`src/core/tpg_pkg.sv`:
```
// Constants, field layouts and types for the page granularity logic
//Contract
//RULE1: Even/odd frame bit follows page size
//RULE2: No match with level flag clear: refill
//RULE3: Match-high loads failing address and tag
//RULE4: Faulting address captured; frame registers untouched
//RULE5: Matching entry not present: invalid exception
//RULE6: Store to non-writable valid page: modified
//RULE7: Size select field in span bits 24:11
//RULE8: Grain-inhibited span bits read zero, match ignored
//RULE9: Span bits 31:25 and 10:0 read zero
//RULE10: Size select encodings from 1K to 16M
//RULE11: Unimplemented size bits read back zero
//RULE12: 4K always; contiguous sizes down to grain
//RULE13: Software writes only listed span encodings
//RULE14: Span value may change after grain write
//RULE15: Software flushes TLB before grain changes
//RULE16: Bit 31 enables load block bit
//RULE17: Bit 30 enables fetch block bit
//RULE18: Two-bit grain mask at 12:11, reset 11
//RULE19: Grain 01: bit 12 used, bit 11 zero
//RULE20: Grain 11: bits 12:11 zero, 4K baseline
//RULE21: Grain bits 10:8 read as ones
//RULE22: Unimplemented grain bits read and act as 1
//RULE23: Effective mask formed in the lookup cycle
package tpg_pkg;
   localparam int PHYS_ADDR_WIDTH = 32;
   localparam int PFN_W           = PHYS_ADDR_WIDTH - 12;
   localparam int PA_PFN_W        = PHYS_ADDR_WIDTH - 10;
   localparam int SPAN_W          = 14;
   localparam int SPAN_LO         = 11;
   localparam int GRAIN_W         = 2;
   localparam int TAG_W           = 8;
   localparam int EO_W            = 5;
   // Register selects on the move-to / move-from port
   localparam logic [2:0] SEL_PAGE_SPAN   = 3'h0;
   localparam logic [2:0] SEL_GRAIN       = 3'h1;
   localparam logic [2:0] SEL_MATCH_HIGH  = 3'h2;
   localparam logic [2:0] SEL_FRAME_EVEN  = 3'h3;
   localparam logic [2:0] SEL_FRAME_ODD   = 3'h4;
   localparam logic [2:0] SEL_FAULT_ADDR  = 3'h5;
   // Granularity control layout
   localparam int GRAIN_LB_POS            = 31;
   localparam int GRAIN_FB_POS            = 30;
   localparam int GRAIN_MASK_LO           = 11;
   localparam logic [GRAIN_W-1:0] GRAIN_MASK_RESET = 2'h3;
   localparam logic [31:0] GRAIN_RSV_ONES = 32'h0000_0700;
   // Match-high layout
   localparam int MH_VPN_LO               = 11;
   localparam int MH_HI_LO                = 13;
   localparam logic [31:0] MH_WR_MASK     = 32'hFFFF_F8FF;
   // Frame register layout
   localparam int FR_LB_POS               = 31;
   localparam int FR_FB_POS               = 30;
   localparam int FR_PFN_LO               = 6;
   // Size select encodings
   localparam logic [SPAN_W-1:0] MASK_1K   = 14'h0000;
   localparam logic [SPAN_W-1:0] MASK_2K   = 14'h0001;
   localparam logic [SPAN_W-1:0] MASK_4K   = 14'h0003;
   localparam logic [SPAN_W-1:0] MASK_16K  = 14'h000F;
   localparam logic [SPAN_W-1:0] MASK_64K  = 14'h003F;
   localparam logic [SPAN_W-1:0] MASK_256K = 14'h00FF;
   localparam logic [SPAN_W-1:0] MASK_1M   = 14'h03FF;
   localparam logic [SPAN_W-1:0] MASK_4M   = 14'h0FFF;
   localparam logic [SPAN_W-1:0] MASK_16M  = 14'h3FFF;
   // Even/odd select bit per size
   localparam logic [EO_W-1:0] EO_1K   = 5'h0A;
   localparam logic [EO_W-1:0] EO_2K   = 5'h0B;
   localparam logic [EO_W-1:0] EO_4K   = 5'h0C;
   localparam logic [EO_W-1:0] EO_16K  = 5'h0E;
   localparam logic [EO_W-1:0] EO_64K  = 5'h10;
   localparam logic [EO_W-1:0] EO_256K = 5'h12;
   localparam logic [EO_W-1:0] EO_1M   = 5'h14;
   localparam logic [EO_W-1:0] EO_4M   = 5'h16;
   localparam logic [EO_W-1:0] EO_16M  = 5'h18;
   typedef enum logic [1:0] {tpg_ref_load, tpg_ref_store, tpg_ref_fetch} tpg_ref_type;
endpackage : tpg_pkg
```
`src/core/tpg_page_grain.sv`:
```
// Page size, granularity control and TLB exception capture logic
`timescale 1ns/100ps
module tpg_page_grain
   import tpg_pkg::*;
(
   input  wire logic                 i_clk,
   input  wire logic                 i_rst,
   input  wire logic                 i_ce,
   input  wire logic                 i_reg_wr,
   input  wire logic                 i_reg_rd,
   input  wire logic [2:0]           i_reg_sel,
   input  wire logic [31:0]          i_reg_wdata,
   input  wire logic                 i_lk_valid,
   input  wire logic                 i_lk_mapped,
   input  wire logic                 i_lk_hit,
   input  wire tpg_ref_type          i_lk_ref,
   input  wire logic                 i_lk_pc_rel_load,
   input  wire logic [31:0]          i_lk_va,
   input  wire logic [TAG_W-1:0]     i_lk_space_tag,
   input  wire logic                 i_exception_level_flag,
   input  wire logic [SPAN_W-1:0]    i_ent_mask,
   input  wire logic [PFN_W-1:0]     i_ent_pfn_even,
   input  wire logic [PFN_W-1:0]     i_ent_pfn_odd,
   input  wire logic [1:0]           i_ent_present,
   input  wire logic [1:0]           i_ent_write_permit,
   input  wire logic [1:0]           i_ent_load_block,
   input  wire logic [1:0]           i_ent_fetch_block,
   output logic [31:0]               o_reg_rdata,
   output logic                      o_xlat_valid,
   output logic [PHYS_ADDR_WIDTH-1:0] o_pa,
   output logic                      o_exc_refill,
   output logic                      o_exc_nested_miss,
   output logic                      o_exc_invalid,
   output logic                      o_exc_modified,
   output logic [SPAN_W-1:0]         o_eff_mask,
   output logic                      o_mask_undefined,
   output logic [SPAN_W-1:0]         o_wr_mask,
   output logic [GRAIN_W-1:0]        o_grain_mask,
   output logic [31:0]               o_match_high,
   output logic [31:0]               o_frame_even,
   output logic [31:0]               o_frame_odd
);

   // Software visible state
   logic [SPAN_W-1:0]   span;
   logic [GRAIN_W-1:0]  grain;
   logic                load_block_enable;
   logic                fetch_block_enable;
   logic [31:0]         tlb_match_high;
   logic [31:0]         tlb_frame_even;
   logic [31:0]         tlb_frame_odd;
   logic [31:0]         faulting_address_reg;

   // Effective mask and even/odd select of the matching entry
   logic [SPAN_W-1:0]   next_eff_mask;
   logic [EO_W-1:0]     next_eo_bit;
   logic                next_undef;
   logic                sel_odd;

   // Flags and frame number of the selected half
   logic                cur_present;
   logic                cur_permit;
   logic                cur_lblk;
   logic                cur_fblk;
   logic [PFN_W-1:0]    cur_pfn;

   // Physical address assembly
   logic [PA_PFN_W-1:0] pa_pfn;
   logic [31:0]         low_bits;
   logic [PHYS_ADDR_WIDTH-1:0] next_pa;

   // Exception decision
   logic                lookup;
   logic                next_refill;
   logic                next_nested;
   logic                next_invalid;
   logic                next_modified;
   logic                any_exc;

   // Read data and grain mask widened to the size select field
   logic [31:0]         next_rdata;
   logic [SPAN_W-1:0]   grain_wide;

   // Size select field to even/odd select bit
   function automatic logic [EO_W:0] eo_decode(input logic [SPAN_W-1:0] m);
      logic [EO_W:0] r;
      r = {1'b0, EO_4K};
      unique case (m)
         MASK_1K:   r = {1'b0, EO_1K};
         MASK_2K:   r = {1'b0, EO_2K};
         MASK_4K:   r = {1'b0, EO_4K};
         MASK_16K:  r = {1'b0, EO_16K};
         MASK_64K:  r = {1'b0, EO_64K};
         MASK_256K: r = {1'b0, EO_256K};
         MASK_1M:   r = {1'b0, EO_1M};
         MASK_4M:   r = {1'b0, EO_4M};
         MASK_16M:  r = {1'b0, EO_16M};
         // Top bit flags an encoding outside the list
         default:   r = {1'b1, EO_4K};
      endcase
      return r;
   endfunction

   // Grain mask widened to the size select field
   function automatic logic [SPAN_W-1:0] widen(input logic [GRAIN_W-1:0] g);
      return {{(SPAN_W-GRAIN_W){1'b0}}, g};
   endfunction

   // Write strobe decode for one register select
   function automatic logic reg_write(input logic wr, input logic [2:0] sel,
                                      input logic [2:0] which);
      return wr && (sel == which);
   endfunction

   assign grain_wide = widen(grain);

   // Offset bits below the even/odd bit pass through
   genvar gi;
   generate
      for (gi = 0; gi < 32; gi++) begin : g_low
         assign low_bits[gi] = (gi < int'(next_eo_bit)); // RULE1
      end
   endgenerate

   // Effective mask, frame select and exception decision in the lookup cycle
   always_comb begin
      next_eff_mask = i_ent_mask | grain_wide; // RULE23 RULE8
      {next_undef, next_eo_bit} = eo_decode(next_eff_mask); // RULE10
      // Pick the even or odd half by the select bit
      sel_odd     = i_lk_va[next_eo_bit]; // RULE1
      cur_present = sel_odd ? i_ent_present[1] : i_ent_present[0];
      cur_permit  = sel_odd ? i_ent_write_permit[1] : i_ent_write_permit[0];
      cur_lblk    = (sel_odd ? i_ent_load_block[1] : i_ent_load_block[0]) & load_block_enable;
      cur_fblk    = (sel_odd ? i_ent_fetch_block[1] : i_ent_fetch_block[0]) & fetch_block_enable;
      cur_pfn     = sel_odd ? i_ent_pfn_odd : i_ent_pfn_even;
      // Frame number aligned to the grain
      unique case (grain)
         2'h0:    pa_pfn = {2'h0, cur_pfn}; // RULE18
         2'h1:    pa_pfn = {1'b0, cur_pfn, 1'b0}; // RULE19
         default: pa_pfn = {cur_pfn, 2'h0}; // RULE20
      endcase
      next_pa = ({pa_pfn, 10'h000} & ~low_bits) | (i_lk_va & low_bits); // RULE1
      // Exceptions: miss first, then invalid, then modified
      lookup      = i_lk_valid & i_lk_mapped;
      next_refill = lookup & ~i_lk_hit & ~i_exception_level_flag; // RULE2
      next_nested = lookup & ~i_lk_hit & i_exception_level_flag;
      next_invalid = lookup & i_lk_hit & (~cur_present // RULE5
                   | (cur_lblk & (i_lk_ref == tpg_ref_load) & ~(~cur_fblk & i_lk_pc_rel_load))
                   | (cur_fblk & (i_lk_ref == tpg_ref_fetch)));
      next_modified = lookup & i_lk_hit & ~next_invalid & ~cur_permit
                    & (i_lk_ref == tpg_ref_store); // RULE6
      any_exc = next_refill | next_nested | next_invalid | next_modified;
   end

   // Register read multiplexer
   always_comb begin
      next_rdata = 32'h0000_0000;
      unique case (i_reg_sel)
         SEL_PAGE_SPAN:  next_rdata[SPAN_LO +: SPAN_W] = span & ~grain_wide; // RULE9 RULE8 RULE11
         SEL_GRAIN: begin
            next_rdata = GRAIN_RSV_ONES; // RULE21
            next_rdata[GRAIN_LB_POS] = load_block_enable;
            next_rdata[GRAIN_FB_POS] = fetch_block_enable;
            next_rdata[GRAIN_MASK_LO +: GRAIN_W] = grain; // RULE22
         end
         // Captured registers read back unchanged
         SEL_MATCH_HIGH: next_rdata = tlb_match_high;
         SEL_FRAME_EVEN: next_rdata = tlb_frame_even;
         SEL_FRAME_ODD:  next_rdata = tlb_frame_odd;
         SEL_FAULT_ADDR: next_rdata = faulting_address_reg;
         default:        next_rdata = 32'h0000_0000;
      endcase
   end

   // Page span: every size is implemented, inhibited low bits never store
   always_ff @(posedge i_clk) begin
      if (i_rst) begin
         span <= MASK_1K;
      end else if (i_ce) begin
         if (reg_write(i_reg_wr, i_reg_sel, SEL_PAGE_SPAN)) begin
            span <= i_reg_wdata[SPAN_LO +: SPAN_W] & ~grain_wide; // RULE7 RULE8 RULE12
         end else if (reg_write(i_reg_wr, i_reg_sel, SEL_GRAIN)) begin
            // Drop span bits that the new grain inhibits
            span <= span & ~widen(i_reg_wdata[GRAIN_MASK_LO +: GRAIN_W]); // RULE14
         end
      end
   end

   // Granularity control register
   always_ff @(posedge i_clk) begin
      if (i_rst) begin
         grain              <= GRAIN_MASK_RESET; // RULE18
         load_block_enable  <= 1'b0; // RULE16
         fetch_block_enable <= 1'b0; // RULE17
      end else if (i_ce && reg_write(i_reg_wr, i_reg_sel, SEL_GRAIN)) begin
         // Both mask bits are implemented, so every written code is kept
         grain              <= i_reg_wdata[GRAIN_MASK_LO +: GRAIN_W];
         load_block_enable  <= i_reg_wdata[GRAIN_LB_POS]; // RULE16
         fetch_block_enable <= i_reg_wdata[GRAIN_FB_POS]; // RULE17
      end
   end

   // Match-high: exception capture wins over a software write
   always_ff @(posedge i_clk) begin
      if (i_rst) begin
         tlb_match_high <= 32'h0000_0000;
      end else if (i_ce) begin
         if (any_exc) begin
            tlb_match_high <= {i_lk_va[31:MH_HI_LO],
                               i_lk_va[MH_HI_LO-1:MH_VPN_LO] & ~grain,
                               3'h0, i_lk_space_tag}; // RULE3
         end else if (reg_write(i_reg_wr, i_reg_sel, SEL_MATCH_HIGH)) begin
            // Reserved bits and grain-inhibited bits never store
            tlb_match_high <= i_reg_wdata & MH_WR_MASK
                            & ~(32'(grain) << MH_VPN_LO); // RULE19 RULE20
         end
      end
   end

   // Faulting address captured on every TLB exception
   always_ff @(posedge i_clk) begin
      if (i_rst) begin
         faulting_address_reg <= 32'h0000_0000;
      end else if (i_ce && any_exc) begin
         faulting_address_reg <= i_lk_va; // RULE4
      end
   end

   // Even frame register: block bits only store while enabled; exceptions leave it
   always_ff @(posedge i_clk) begin
      if (i_rst) begin
         tlb_frame_even <= 32'h0000_0000;
      end else if (i_ce && reg_write(i_reg_wr, i_reg_sel, SEL_FRAME_EVEN)) begin
         tlb_frame_even <= i_reg_wdata;
         tlb_frame_even[FR_LB_POS] <= i_reg_wdata[FR_LB_POS] & load_block_enable; // RULE16
         tlb_frame_even[FR_FB_POS] <= i_reg_wdata[FR_FB_POS] & fetch_block_enable; // RULE17
      end
   end

   // Odd frame register, same rules as the even one
   always_ff @(posedge i_clk) begin
      if (i_rst) begin
         tlb_frame_odd <= 32'h0000_0000;
      end else if (i_ce && reg_write(i_reg_wr, i_reg_sel, SEL_FRAME_ODD)) begin
         tlb_frame_odd <= i_reg_wdata;
         tlb_frame_odd[FR_LB_POS] <= i_reg_wdata[FR_LB_POS] & load_block_enable; // RULE16
         tlb_frame_odd[FR_FB_POS] <= i_reg_wdata[FR_FB_POS] & fetch_block_enable; // RULE17
      end
   end

   // Registered read data
   always_ff @(posedge i_clk) begin
      if (i_rst) begin
         o_reg_rdata <= 32'h0000_0000;
      end else if (i_ce && i_reg_rd) begin
         o_reg_rdata <= next_rdata;
      end
   end

   // Registered translation result and exception pulses
   always_ff @(posedge i_clk) begin
      if (i_rst) begin
         o_xlat_valid      <= 1'b0;
         o_pa              <= '0;
         o_exc_refill      <= 1'b0;
         o_exc_nested_miss <= 1'b0;
         o_exc_invalid     <= 1'b0;
         o_exc_modified    <= 1'b0;
         o_eff_mask        <= MASK_1K;
         o_mask_undefined  <= 1'b0;
      end else if (i_ce) begin
         // Translation result
         o_xlat_valid      <= lookup & i_lk_hit & ~next_invalid & ~next_modified;
         o_pa              <= next_pa;
         // Exception pulses stand for one cycle
         o_exc_refill      <= next_refill; // RULE2
         o_exc_nested_miss <= next_nested;
         o_exc_invalid     <= next_invalid; // RULE5
         o_exc_modified    <= next_modified; // RULE6
         // Mask used by this lookup
         o_eff_mask        <= next_eff_mask; // RULE23
         o_mask_undefined  <= lookup & i_lk_hit & next_undef;
      end
   end

   // Mirrors of register state for the TLB write path
   always_ff @(posedge i_clk) begin
      if (i_rst) begin
         o_wr_mask    <= MASK_1K;
         o_grain_mask <= GRAIN_MASK_RESET;
         o_match_high <= 32'h0000_0000;
         o_frame_even <= 32'h0000_0000;
         o_frame_odd  <= 32'h0000_0000;
      end else if (i_ce) begin
         // Inhibited span bits still count as excluded for TLB writes
         o_wr_mask    <= span | grain_wide; // RULE8
         o_grain_mask <= grain;
         o_match_high <= tlb_match_high;
         o_frame_even <= tlb_frame_even;
         o_frame_odd  <= tlb_frame_odd;
      end
   end

endmodule // tpg_page_grain

```
`config.mk`:
```
export PLATFORM = sky130hd
export DESIGN_NAME = tpg_page_grain
export DESIGN_NICKNAME = d
export VERILOG_FILES = /design/src/core/tpg_pkg.sv /design/src/core/tpg_page_grain.sv
export SDC_FILE = /design/constraint.sdc
export NUM_CORES = 1
export LEC_CHECK = 0
export BUFFER_PORTS_ARGS = -buffer_cell sky130_fd_sc_hd__buf_2
export CORE_ASPECT_RATIO = 0.9
export CORE_MARGIN = 3
export CORE_UTILIZATION = 49
export DETAILED_ROUTE_END_ITERATION = 10
export PLACE_DENSITY_LB_ADDON = 0.3
export SYNTH_ARGS = -nofsm -noshare
export SYNTH_HDL_FRONTEND = slang
export SYNTH_SLANG_ARGS = --single-unit
```
`constraint.sdc`:
```
create_clock -name i_clk -period 3.2 [get_ports i_clk]
set_input_delay 0.48 -clock i_clk [delete_from_list [all_inputs] [get_ports i_clk]]
set_output_delay 0.48 -clock i_clk [all_outputs]
set_load 0.02 [all_outputs]
```
==> results of run 1 <==
[cells in the final DEF, fill, tap and decap left out, drive strengths merged, types with 4 or more instances in the layout]
| cell | Yosys | routed |
|---|---|---|
| buf | 38 | 440 |
| dfxtp | 336 | 336 |
| nand2 | 276 | 276 |
| nor2 | 240 | 240 |
| mux2i | 190 | 190 |
| a21oi | 140 | 140 |
| clkbuf | 96 | 52 |
| a22oi | 42 | 42 |
| a211oi | 28 | 28 |
| o31ai | 28 | 28 |
| o21ai | 28 | 28 |
| o22ai | 28 | 28 |
| nor4 | 22 | 22 |
| nand3 | 21 | 21 |
| nor2b | 19 | 19 |
| or3 | 18 | 18 |
| mux2 | 18 | 18 |
| inv | 14 | 15 |
| o221ai | 14 | 14 |
| a31oi | 12 | 12 |
| nor3 | 10 | 10 |
| clkinv | 0 | 10 |
| and2 | 9 | 9 |
| mux4 | 8 | 8 |
| o21a | 8 | 8 |
| nand2b | 8 | 8 |
| o2bb2ai | 7 | 7 |
| o211ai | 7 | 7 |
| diode | 0 | 6 |
| bufinv | 0 | 6 |
| nor4b | 6 | 6 |
| nand4 | 5 | 5 |
| and3 | 5 | 5 |
| a221o | 5 | 5 |
| a211o | 4 | 4 |
| a22o | 4 | 4 |
[metrics by stage]
stage          TNS [ps]  hold slack [ps]  instance area (sq um)  setup WS, ps
6_report          -1980              215                  19600         -99.6
5_1_grt           -8270              212                  19600          -180
4_1_cts           -6.73              203                  18900         -5.41
3_5_place_dp     -18640              444                  17400          -308
3_3_place_gp     -11640              443                  17400          -194
2_1_floorplan         0              436                  15000          7.96
[power groups by stage]
stage | logic [W] | clock network, W | registers [W]
final | 0.00119 | 0.00458 | 0.00438
after global routing | 0.00126 | 0.00478 | 0.00439
after detailed placement | 0.00105 | 0 | 0.00446
after CTS | 0.00107 | 0.00460 | 0.00437
after floorplan | 0.000543 | 0 | 0.00451
after global placement | 0.00103 | 0 | 0.00446
[metal layers]
layer	track usage	vias to the layer above	wire length, um
li1	-	6814	-
met1	0.477	7092	23800
met2	0.457	979	23700
met3	0.0664	149	7190
met4	0.0900	4	1920
met5	0	-	16
[worst max-delay path, delay by kind of cell, from the launching register on]
| family | cells | cell delay (ps) |
|---|---|---|
| buffers and inverters | 6 | 910 |
| DFF | 1 | 370 |
| AOI/OAI and AO/OA | 8 | 1590 |
| and+or+nand+nor | 3 | 300 |
[layout make-up]
cell class,count,share of cell area
diodes,6,0.000765
clock inverters,20,0.0139
repair buffers,448,0.146
flip-flops and latches,336,0.343
clock buffers,45,0.0524
well taps,403,0.0257
inverters,14,0.00268
multi-input cells,1242,0.415
[what timing repair did]
item	CTS	global route
resized for setup	13	111
gates cloned	2	9
pin swaps	9	40
buffers inserted	3	8
setup endpoints to repair	72	84
[final timing paths]
kind,startpoint,to,slack [ps],cells after the start
min reg2reg,faulting_address_reg[15],faulting_address_reg[15],450,2
max,grain[1],tlb_match_high[16],-100,17
max reg2reg,grain[1],tlb_match_high[16],-100,17
min,i_lk_va[29],faulting_address_reg[29],220,3
[cells by family (layout without fill, tap and decap cells)]
| kind of cell | Yosys count | after routing |
|---|---|---|
| simple gates | 648 | 648 |
| compound gates | 373 | 373 |
| flops | 336 | 336 |
| mux | 216 | 216 |
| buf+inv | 148 | 527 |
| fa+ha+maj | 1 | 1 |
| other cells | 1 | 9 |
| xor+xnor | 1 | 1 |
==> summary.txt, run 1 <==
Timing
  • Setup violation total in the final timing report: 37
  • Maximum clock frequency: 303 MHz
  • Worst slew margin relative to its limit: 0.280
  • Unrepaired setup endpoints after global routing: yes
  • Final worst setup slack: -99.6 ps
  • Final worst path period need: 3300 ps
  • Final Hold Viols: 0
  • Slew at the pin closest to its max-slew limit: 1080 ps
  • Final Max Slew Viols: 0
  • Setup Skew: 24.1 ps
  • Crit share post-route: 1.03

Power
  • Sequential Power Share: 0.432
  • Cell internal pwr: 0.00754 W
  • Largest vdd supply drop: 0.339 mV
  • Clock share of power: 0.451
  • Power density relative to cell area: 517 nW/um^2
  • Sw Ratio: 0.258
  • Net switching power: 0.00262 W
  • Tot Pwr: 0.0102 W
  • Combinational share of power: 0.117
  • Total leakage power: 8.62 nW

Floorplan
  • Area of the core region: 30000 sq um
  • Die height: 172 um
  • Effective utilization at floorplan: 0.499
  • Std-Cell Rows: 60
  • Number of primary I/O pins: 345
  • Die span in x: 190 um
  • Full die area: 32600 sq um

Global route
  • Number of antenna violations at the first check in global routing: 8
  • Gr usage total: 0.317
  • Via count of the first global-routing pass: 13.3k
  • Leftover overflow at the end of global routing: 0
  • First-pass GRT wire length: 80400 um
  • Pin count of the biggest net entering global routing: 148

Worst setup path
  • Arr. time, crit path: 3680 ps
  • Capturing element type of the critical path: flip-flop
  • Critical path startpoint category: flip-flop
  • Highest-delay cell along the critical path: sky130_fd_sc_hd__dfxtp_4
  • Critical path peak fanout: 7
  • Crit-path cells: buf_6, o211a_1, o32ai_4, nor3_4, a21oi_2, buf_4, o211ai_1, a21oi_2, buf_4, a311o_1, o21ai_2, buf_6, o31ai_4, buf_6, clkbuf_16, nand2b_1, nor4b_1
  • CP required: 3580 ps
  • Largest stage delay on the critical path: 370 ps
  • Critical path's most frequent cell: sky130_fd_sc_hd__buf_6
  • Setup Crit Path Kind: reg2reg

Hold path
  • HP Class: in2reg

Yosys
  • Synthesized area per cell: 8.67 sq um
  • Gate Count Post-Synth: 1724
  • Synth Area in Adders: 0.000837
  • Xor/xnor share of the synthesized area: 0.000586
  • Portion of netlist area occupied by mux cells: 0.153
  • Count of synthesis-stage warnings from yosys: 0
  • Cell variety after synth: 68
  • Top cells by area, synth: sky130_fd_sc_hd__dfxtp_1, sky130_fd_sc_hd__mux2i_1, sky130_fd_sc_hd__nand2_1
  • Cell type with the highest aggregate area in the netlist: sky130_fd_sc_hd__dfxtp_1
  • Share of the yosys chip area belonging to registers: 0.450
  • #FFs+latches synth: 336
  • Main combinational cell family by area after synthesis: simple AND/OR/NAND/NOR gates
  • Basic-gate share of the synthesized area counting and, or, nand and nor cells: 0.190
  • Ys async rst share: 0
  • Most used flip-flop cell after synthesis: sky130_fd_sc_hd__dfxtp_1
  • Fraction of synthesized cell area taken by the top area cell type: 0.450
  • Compound-Gate Fraction of Synth Area: 0.163
  • Commonest cells post-synth: sky130_fd_sc_hd__dfxtp_1, sky130_fd_sc_hd__nand2_1, sky130_fd_sc_hd__nor2_1, sky130_fd_sc_hd__mux2i_1, sky130_fd_sc_hd__a21oi_1
  • Cell area after synthesis: 14900 sq um
  • Most numerous cell in the Yosys netlist: sky130_fd_sc_hd__dfxtp_1
  • Number of enable flip-flop cells after synthesis: 0

Route
  • Post-detailed-route count of antenna-violating nets: 0
  • Wire length per cell: 22.5 um
  • DRC: 0
  • Drt first pass iters: 9
  • Number of design-rule violations left by the first detailed-router iteration: 1941
  • Routed vias: 15.0k
  • Per-cell via count in the routed design: 5.98
  • Overall routed net length: 56600 um

Layout
  • Final #Nets: 2229
  • Combined area of the multi-input logic cells: 8150 sq um
  • FF/Latch Area: 6730 sq um
  • Number of inserted filler cells in the final layout: 2470
  • Proportion of layout cells with a drive suffix above 1: 0.303
  • Layout Area Growth over Synthesis: 31.3%
  • Utilization after layout: 0.655
  • Non-Filler Instances: 2514

Placed design
  • Total of buffers placed on input and output ports: 341
  • Total placed cells including tap cells: 2422
  • Post-detailed-placement half-perimeter wirelength: 38900 um
  • Final RePlAce weighted congestion: 0.985

CTS
  • Hold Buf Count CTS: 0
  • Insertion delay of the later-clocked pin in the worst-skew pair: 530 ps
  • CTS root buf: sky130_fd_sc_hd__clkbuf_16
  • H-tree levels: 2
  • Cts bufs inserted: 37
  • Sink Count: 336
  • Clock Pin Slew Worst Setup and Hold Paths: 70 ps
  • TritonCTS clock tree: yes
  • Maximum root-to-sink buffer count: 3

Run status
  • Run status: finished with violations
  • Failing checks: negative setup slack

Flow run
  • Number of max-cap violations: 0
Note: power is estimated with default switching activity, not from simulation.
==> inputs of run 2 (changes only) <==
--- a/config.mk
+++ b/config.mk
@@ -5,7 +5,7 @@
 export SDC_FILE = /design/constraint.sdc
 export NUM_CORES = 1
 export LEC_CHECK = 0
-export BUFFER_PORTS_ARGS = -buffer_cell sky130_fd_sc_hd__buf_2
+export BUFFER_PORTS_ARGS = -buffer_cell sky130_fd_sc_hd__buf_4
 export CORE_ASPECT_RATIO = 0.9
 export CORE_MARGIN = 3
 export CORE_UTILIZATION = 49
==> summary.txt, run 2 (synthesis gave the netlist of run 1 again) <==
Run status
  • Run status: finished with violations
  • Failing checks: negative setup slack

Timing
  • Slew at the pin closest to its max-slew limit: 1080 ps (+3.02 ps)
  • Setup violation total in the final timing report: 5 (-86%)
  • Final Max Slew Viols: 0 (unchanged)
  • Final worst setup slack: -21.6 ps (+78.0 ps)
  • Maximum clock frequency: 310 MHz (+2.4%)
  • Worst slew margin relative to its limit: 0.278 (-0.00201)
  • Crit share post-route: 1.01 (-0.0244)
  • Setup Skew: 14.3 ps (-9.80 ps)
  • Total Negative Setup Slacks: -62.8 ps (+1910 ps)
  • WHS: 224 ps (+8.82 ps)
  • Final worst path period need: 3220 ps (-78.0 ps)
  • Final Hold Viols: 0 (unchanged)
  • Unrepaired setup endpoints after global routing: yes

Power
  • Combinational share of power: 0.127 (+0.010)
  • Largest vdd supply drop: 0.343 mV (+1.3%)
  • Sw Ratio: 0.255 (-0.00276)
  • Net switching power: 0.00252 W (-3.7%)
  • Total leakage power: 8.54 nW (-0.95%)
  • Sequential Power Share: 0.444 (+0.012)
  • Cell internal pwr: 0.00736 W (-2.3%)
  • Clock share of power: 0.429 (-0.022)
  • Power density relative to cell area: 489 nW/um^2 (-5.5%)

Layout
  • Layout Area Growth over Synthesis: 35.3%
  • Commonest non-fill, non-tap cells in the layout: sky130_fd_sc_hd__buf_4, sky130_fd_sc_hd__dfxtp_1, sky130_fd_sc_hd__nand2_1
  • Number of inserted filler cells in the final layout: 2429 (-1.7%)
  • Non-Filler Instances: 2514 (unchanged)
  • Final #Nets: 2237 (+0.36%)
  • Most common cell after layout, fill and taps aside: sky130_fd_sc_hd__buf_4
  • Proportion of layout cells with a drive suffix above 1: 0.292 (-0.0111)

Worst setup path
  • CP required: 3610 ps (+30 ps)
  • Critical path peak fanout: 14 (+7)
  • Flop2flop setup slack: -20 ps (+80 ps)
  • Origin of the critical flop-to-flop path: grain[0]
  • Critical path's most frequent cell: sky130_fd_sc_hd__buf_6
  • RR Endpoint: tlb_match_high[21]
  • Capturing element type of the critical path: flip-flop
  • Worst R2R Path Depth: 14 (-3)
  • Worst setup path end: tlb_match_high[21]
  • Logic depth of the worst path, buffers included: 14 (-3)
  • Crit path buffers/inverters: 3 (-3)
  • Launch point of the critical path: grain[0]
  • Critical path startpoint category: flip-flop
  • Crit-path cells: buf_6, o22a_4, o21a_1, nor3_4, a21oi_4, o211ai_1, a21oi_2, a311o_1, o21ai_4, buf_6, o31ai_4, buf_12, nor2b_1, nor4_1
  • Highest-delay cell along the critical path: sky130_fd_sc_hd__a311o_1
  • Setup Crit Path Kind: reg2reg
  • Arr. time, crit path: 3630 ps (-50 ps)
  • Largest stage delay on the critical path: 470 ps (+100 ps)
  • Family with the most delay on the worst path: compound AO/OA/AOI/OAI gates

CTS
  • Insertion delay of the later-clocked pin in the worst-skew pair: 520 ps (about the same)
  • Sink Count: 336 (unchanged)
  • TritonCTS clock tree: yes
  • H-tree levels: 2 (unchanged)
  • Hold Buf Count CTS: 0 (unchanged)
  • CTS root buf: sky130_fd_sc_hd__clkbuf_16
  • Clock Pin Slew Worst Setup and Hold Paths: 60 ps (about the same)
  • Maximum root-to-sink buffer count: 3 (unchanged)
  • Cts bufs inserted: 36 (-2.7%)

Flow run
  • Number of max-cap violations: 0 (unchanged)

Placed design
  • Post-detailed-placement half-perimeter wirelength: 39600 um (+1.7%)
  • Total of buffers placed on input and output ports: 341 (unchanged)
  • Final RePlAce weighted congestion: 0.951 (-3.5%)
  • Total placed cells including tap cells: 2425 (+0.12%)

Floorplan
  • Area of the core region: 30000 sq um (unchanged)
  • Full die area: 32600 sq um (unchanged)
  • Effective utilization at floorplan: 0.499 (unchanged)
  • Number of primary I/O pins: 345 (unchanged)
  • Std-Cell Rows: 60 (unchanged)
  • Die span in x: 190 um (unchanged)
  • Die height: 172 um (unchanged)

Route
  • Drt first pass iters: 7 (-2)
  • Overall routed net length: 56400 um (-0.37%)
  • DRC: 0 (unchanged)
  • Number of design-rule violations left by the first detailed-router iteration: 1669 (-14%)
  • Post-detailed-route count of antenna-violating nets: 0 (unchanged)
  • Wire length per cell: 22.4 um (-0.37%)
  • Per-cell via count in the routed design: 5.94 (-0.77%)
  • Routed vias: 14.9k (-0.77%)

Global route
  • Via count of the first global-routing pass: 13.8k (+3.6%)
  • Gr usage total: 0.327 (+0.00977)
  • Leftover overflow at the end of global routing: 0 (unchanged)
  • Pin count of the biggest net entering global routing: 219 (+48%)
  • Number of antenna violations at the first check in global routing: 2 (-6)
  • First-pass GRT wire length: 82500 um (+2.6%)

Hold path
  • Hold Path Cell Cnt: 3 (unchanged)
  • HP Class: in2reg
[run 2: cell types whose count changed in the layout (fill, tap and decap cells not counted), moves of 6 or more]
cell | previous run | this run
sky130_fd_sc_hd__buf_4 | 76 | 427
sky130_fd_sc_hd__buf_2 | 339 | 0
sky130_fd_sc_hd__nor2b_4 | 16 | 2
sky130_fd_sc_hd__nor2b_1 | 2 | 12
sky130_fd_sc_hd__a21oi_1 | 127 | 135
sky130_fd_sc_hd__a21oi_2 | 12 | 4
sky130_fd_sc_hd__nand2_1 | 266 | 273
sky130_fd_sc_hd__o31ai_1 | 26 | 19
sky130_fd_sc_hd__clkbuf_1 | 3 | 9
sky130_fd_sc_hd__nand2_4 | 7 | 1
sky130_fd_sc_hd__o31ai_2 | 1 | 7
[run 2: worst reg2reg max path: stages, from the launching register on]
cell,delay (ps)
sky130_fd_sc_hd__dfxtp_4,370
sky130_fd_sc_hd__buf_6,130
sky130_fd_sc_hd__o22a_4,240
sky130_fd_sc_hd__o21a_1,150
sky130_fd_sc_hd__nor3_4,250
sky130_fd_sc_hd__a21oi_4,80
sky130_fd_sc_hd__o211ai_1,260
sky130_fd_sc_hd__a21oi_2,140
sky130_fd_sc_hd__a311o_1,470
sky130_fd_sc_hd__o21ai_4,260
sky130_fd_sc_hd__buf_6,150
sky130_fd_sc_hd__o31ai_4,60
sky130_fd_sc_hd__buf_12,170
sky130_fd_sc_hd__nor2b_1,150
sky130_fd_sc_hd__nor4_1,240
[run 2: power by group through the flow]
stage / logic (W) / registers (W) / clock network [W]
floorplan: 0.000543 / 0.00451 / 0
global placement: 0.00111 / 0.00446 / 0
detailed placement: 0.00113 / 0.00447 / 0
CTS: 0.00118 / 0.00437 / 0.00429
global route: 0.00132 / 0.00439 / 0.00446
finish: 0.00125 / 0.00438 / 0.00424
[run 2: per-layer routing]
layer,part of all wire,GRT usage,vias to the layer above
li1,-,-,6818
met2,0.42,0.474,909
met5,0.00021,0,-
met3,0.13,0.0978,130
met4,0.033,0.0954,2
met1,0.42,0.470,7063
[run 2: how the worst min path moves through the flow]
stage / start / to / slack (ps)
2_1_floorplan: faulting_address_reg[0] / faulting_address_reg[0] / 440
3_3_place_gp: faulting_address_reg[25] / faulting_address_reg[25] / 440
3_5_place_dp: faulting_address_reg[20] / faulting_address_reg[20] / 450
4_1_cts: i_lk_va[4] / o_pa[4] / 210
5_1_grt: i_reg_wdata[28] / tlb_frame_even[28] / 230
6_report: i_lk_va[7] / o_pa[7] / 220
[run 2: stage by stage]
step	setup slack (ps)	utilization	area [sq um]	total power, W
after floorplan	7.96	-	15000	0.00505
final	-21.6	0.675	20200	0.00988
after CTS	3.16	0.661	19800	0.00984
after global placement	-616	0.611	18300	0.00557
after global routing	-115	0.675	20200	0.0102
after detailed placement	-743	0.611	18300	0.00559
[run 2: area by class of cell]
| cell class | instances | area (sq um) | share of cell area |
|---|---|---|---|
| Clock buffer | 50 | 1010 | 0.0502 |
| Inverter | 14 | 52.6 | 0.00260 |
| Multi-Input combinational cell | 1243 | 8030 | 0.397 |
| Antenna cell | 1 | 2.50 | 0.000124 |
| Sequential cell | 336 | 6730 | 0.333 |
| Tap cell | 403 | 504 | 0.0249 |
| Timing Repair Buffer | 456 | 3720 | 0.184 |
| Clock inverter | 11 | 165 | 0.00817 |
[run 2: repair_timing]
action,in CTS,in global routing
resized for setup,29,66
setup buffers,14,10
pin swaps,18,29
cloned,3,4
endpoints found under the setup margin,84,82
endpoints found under the hold margin,0,0
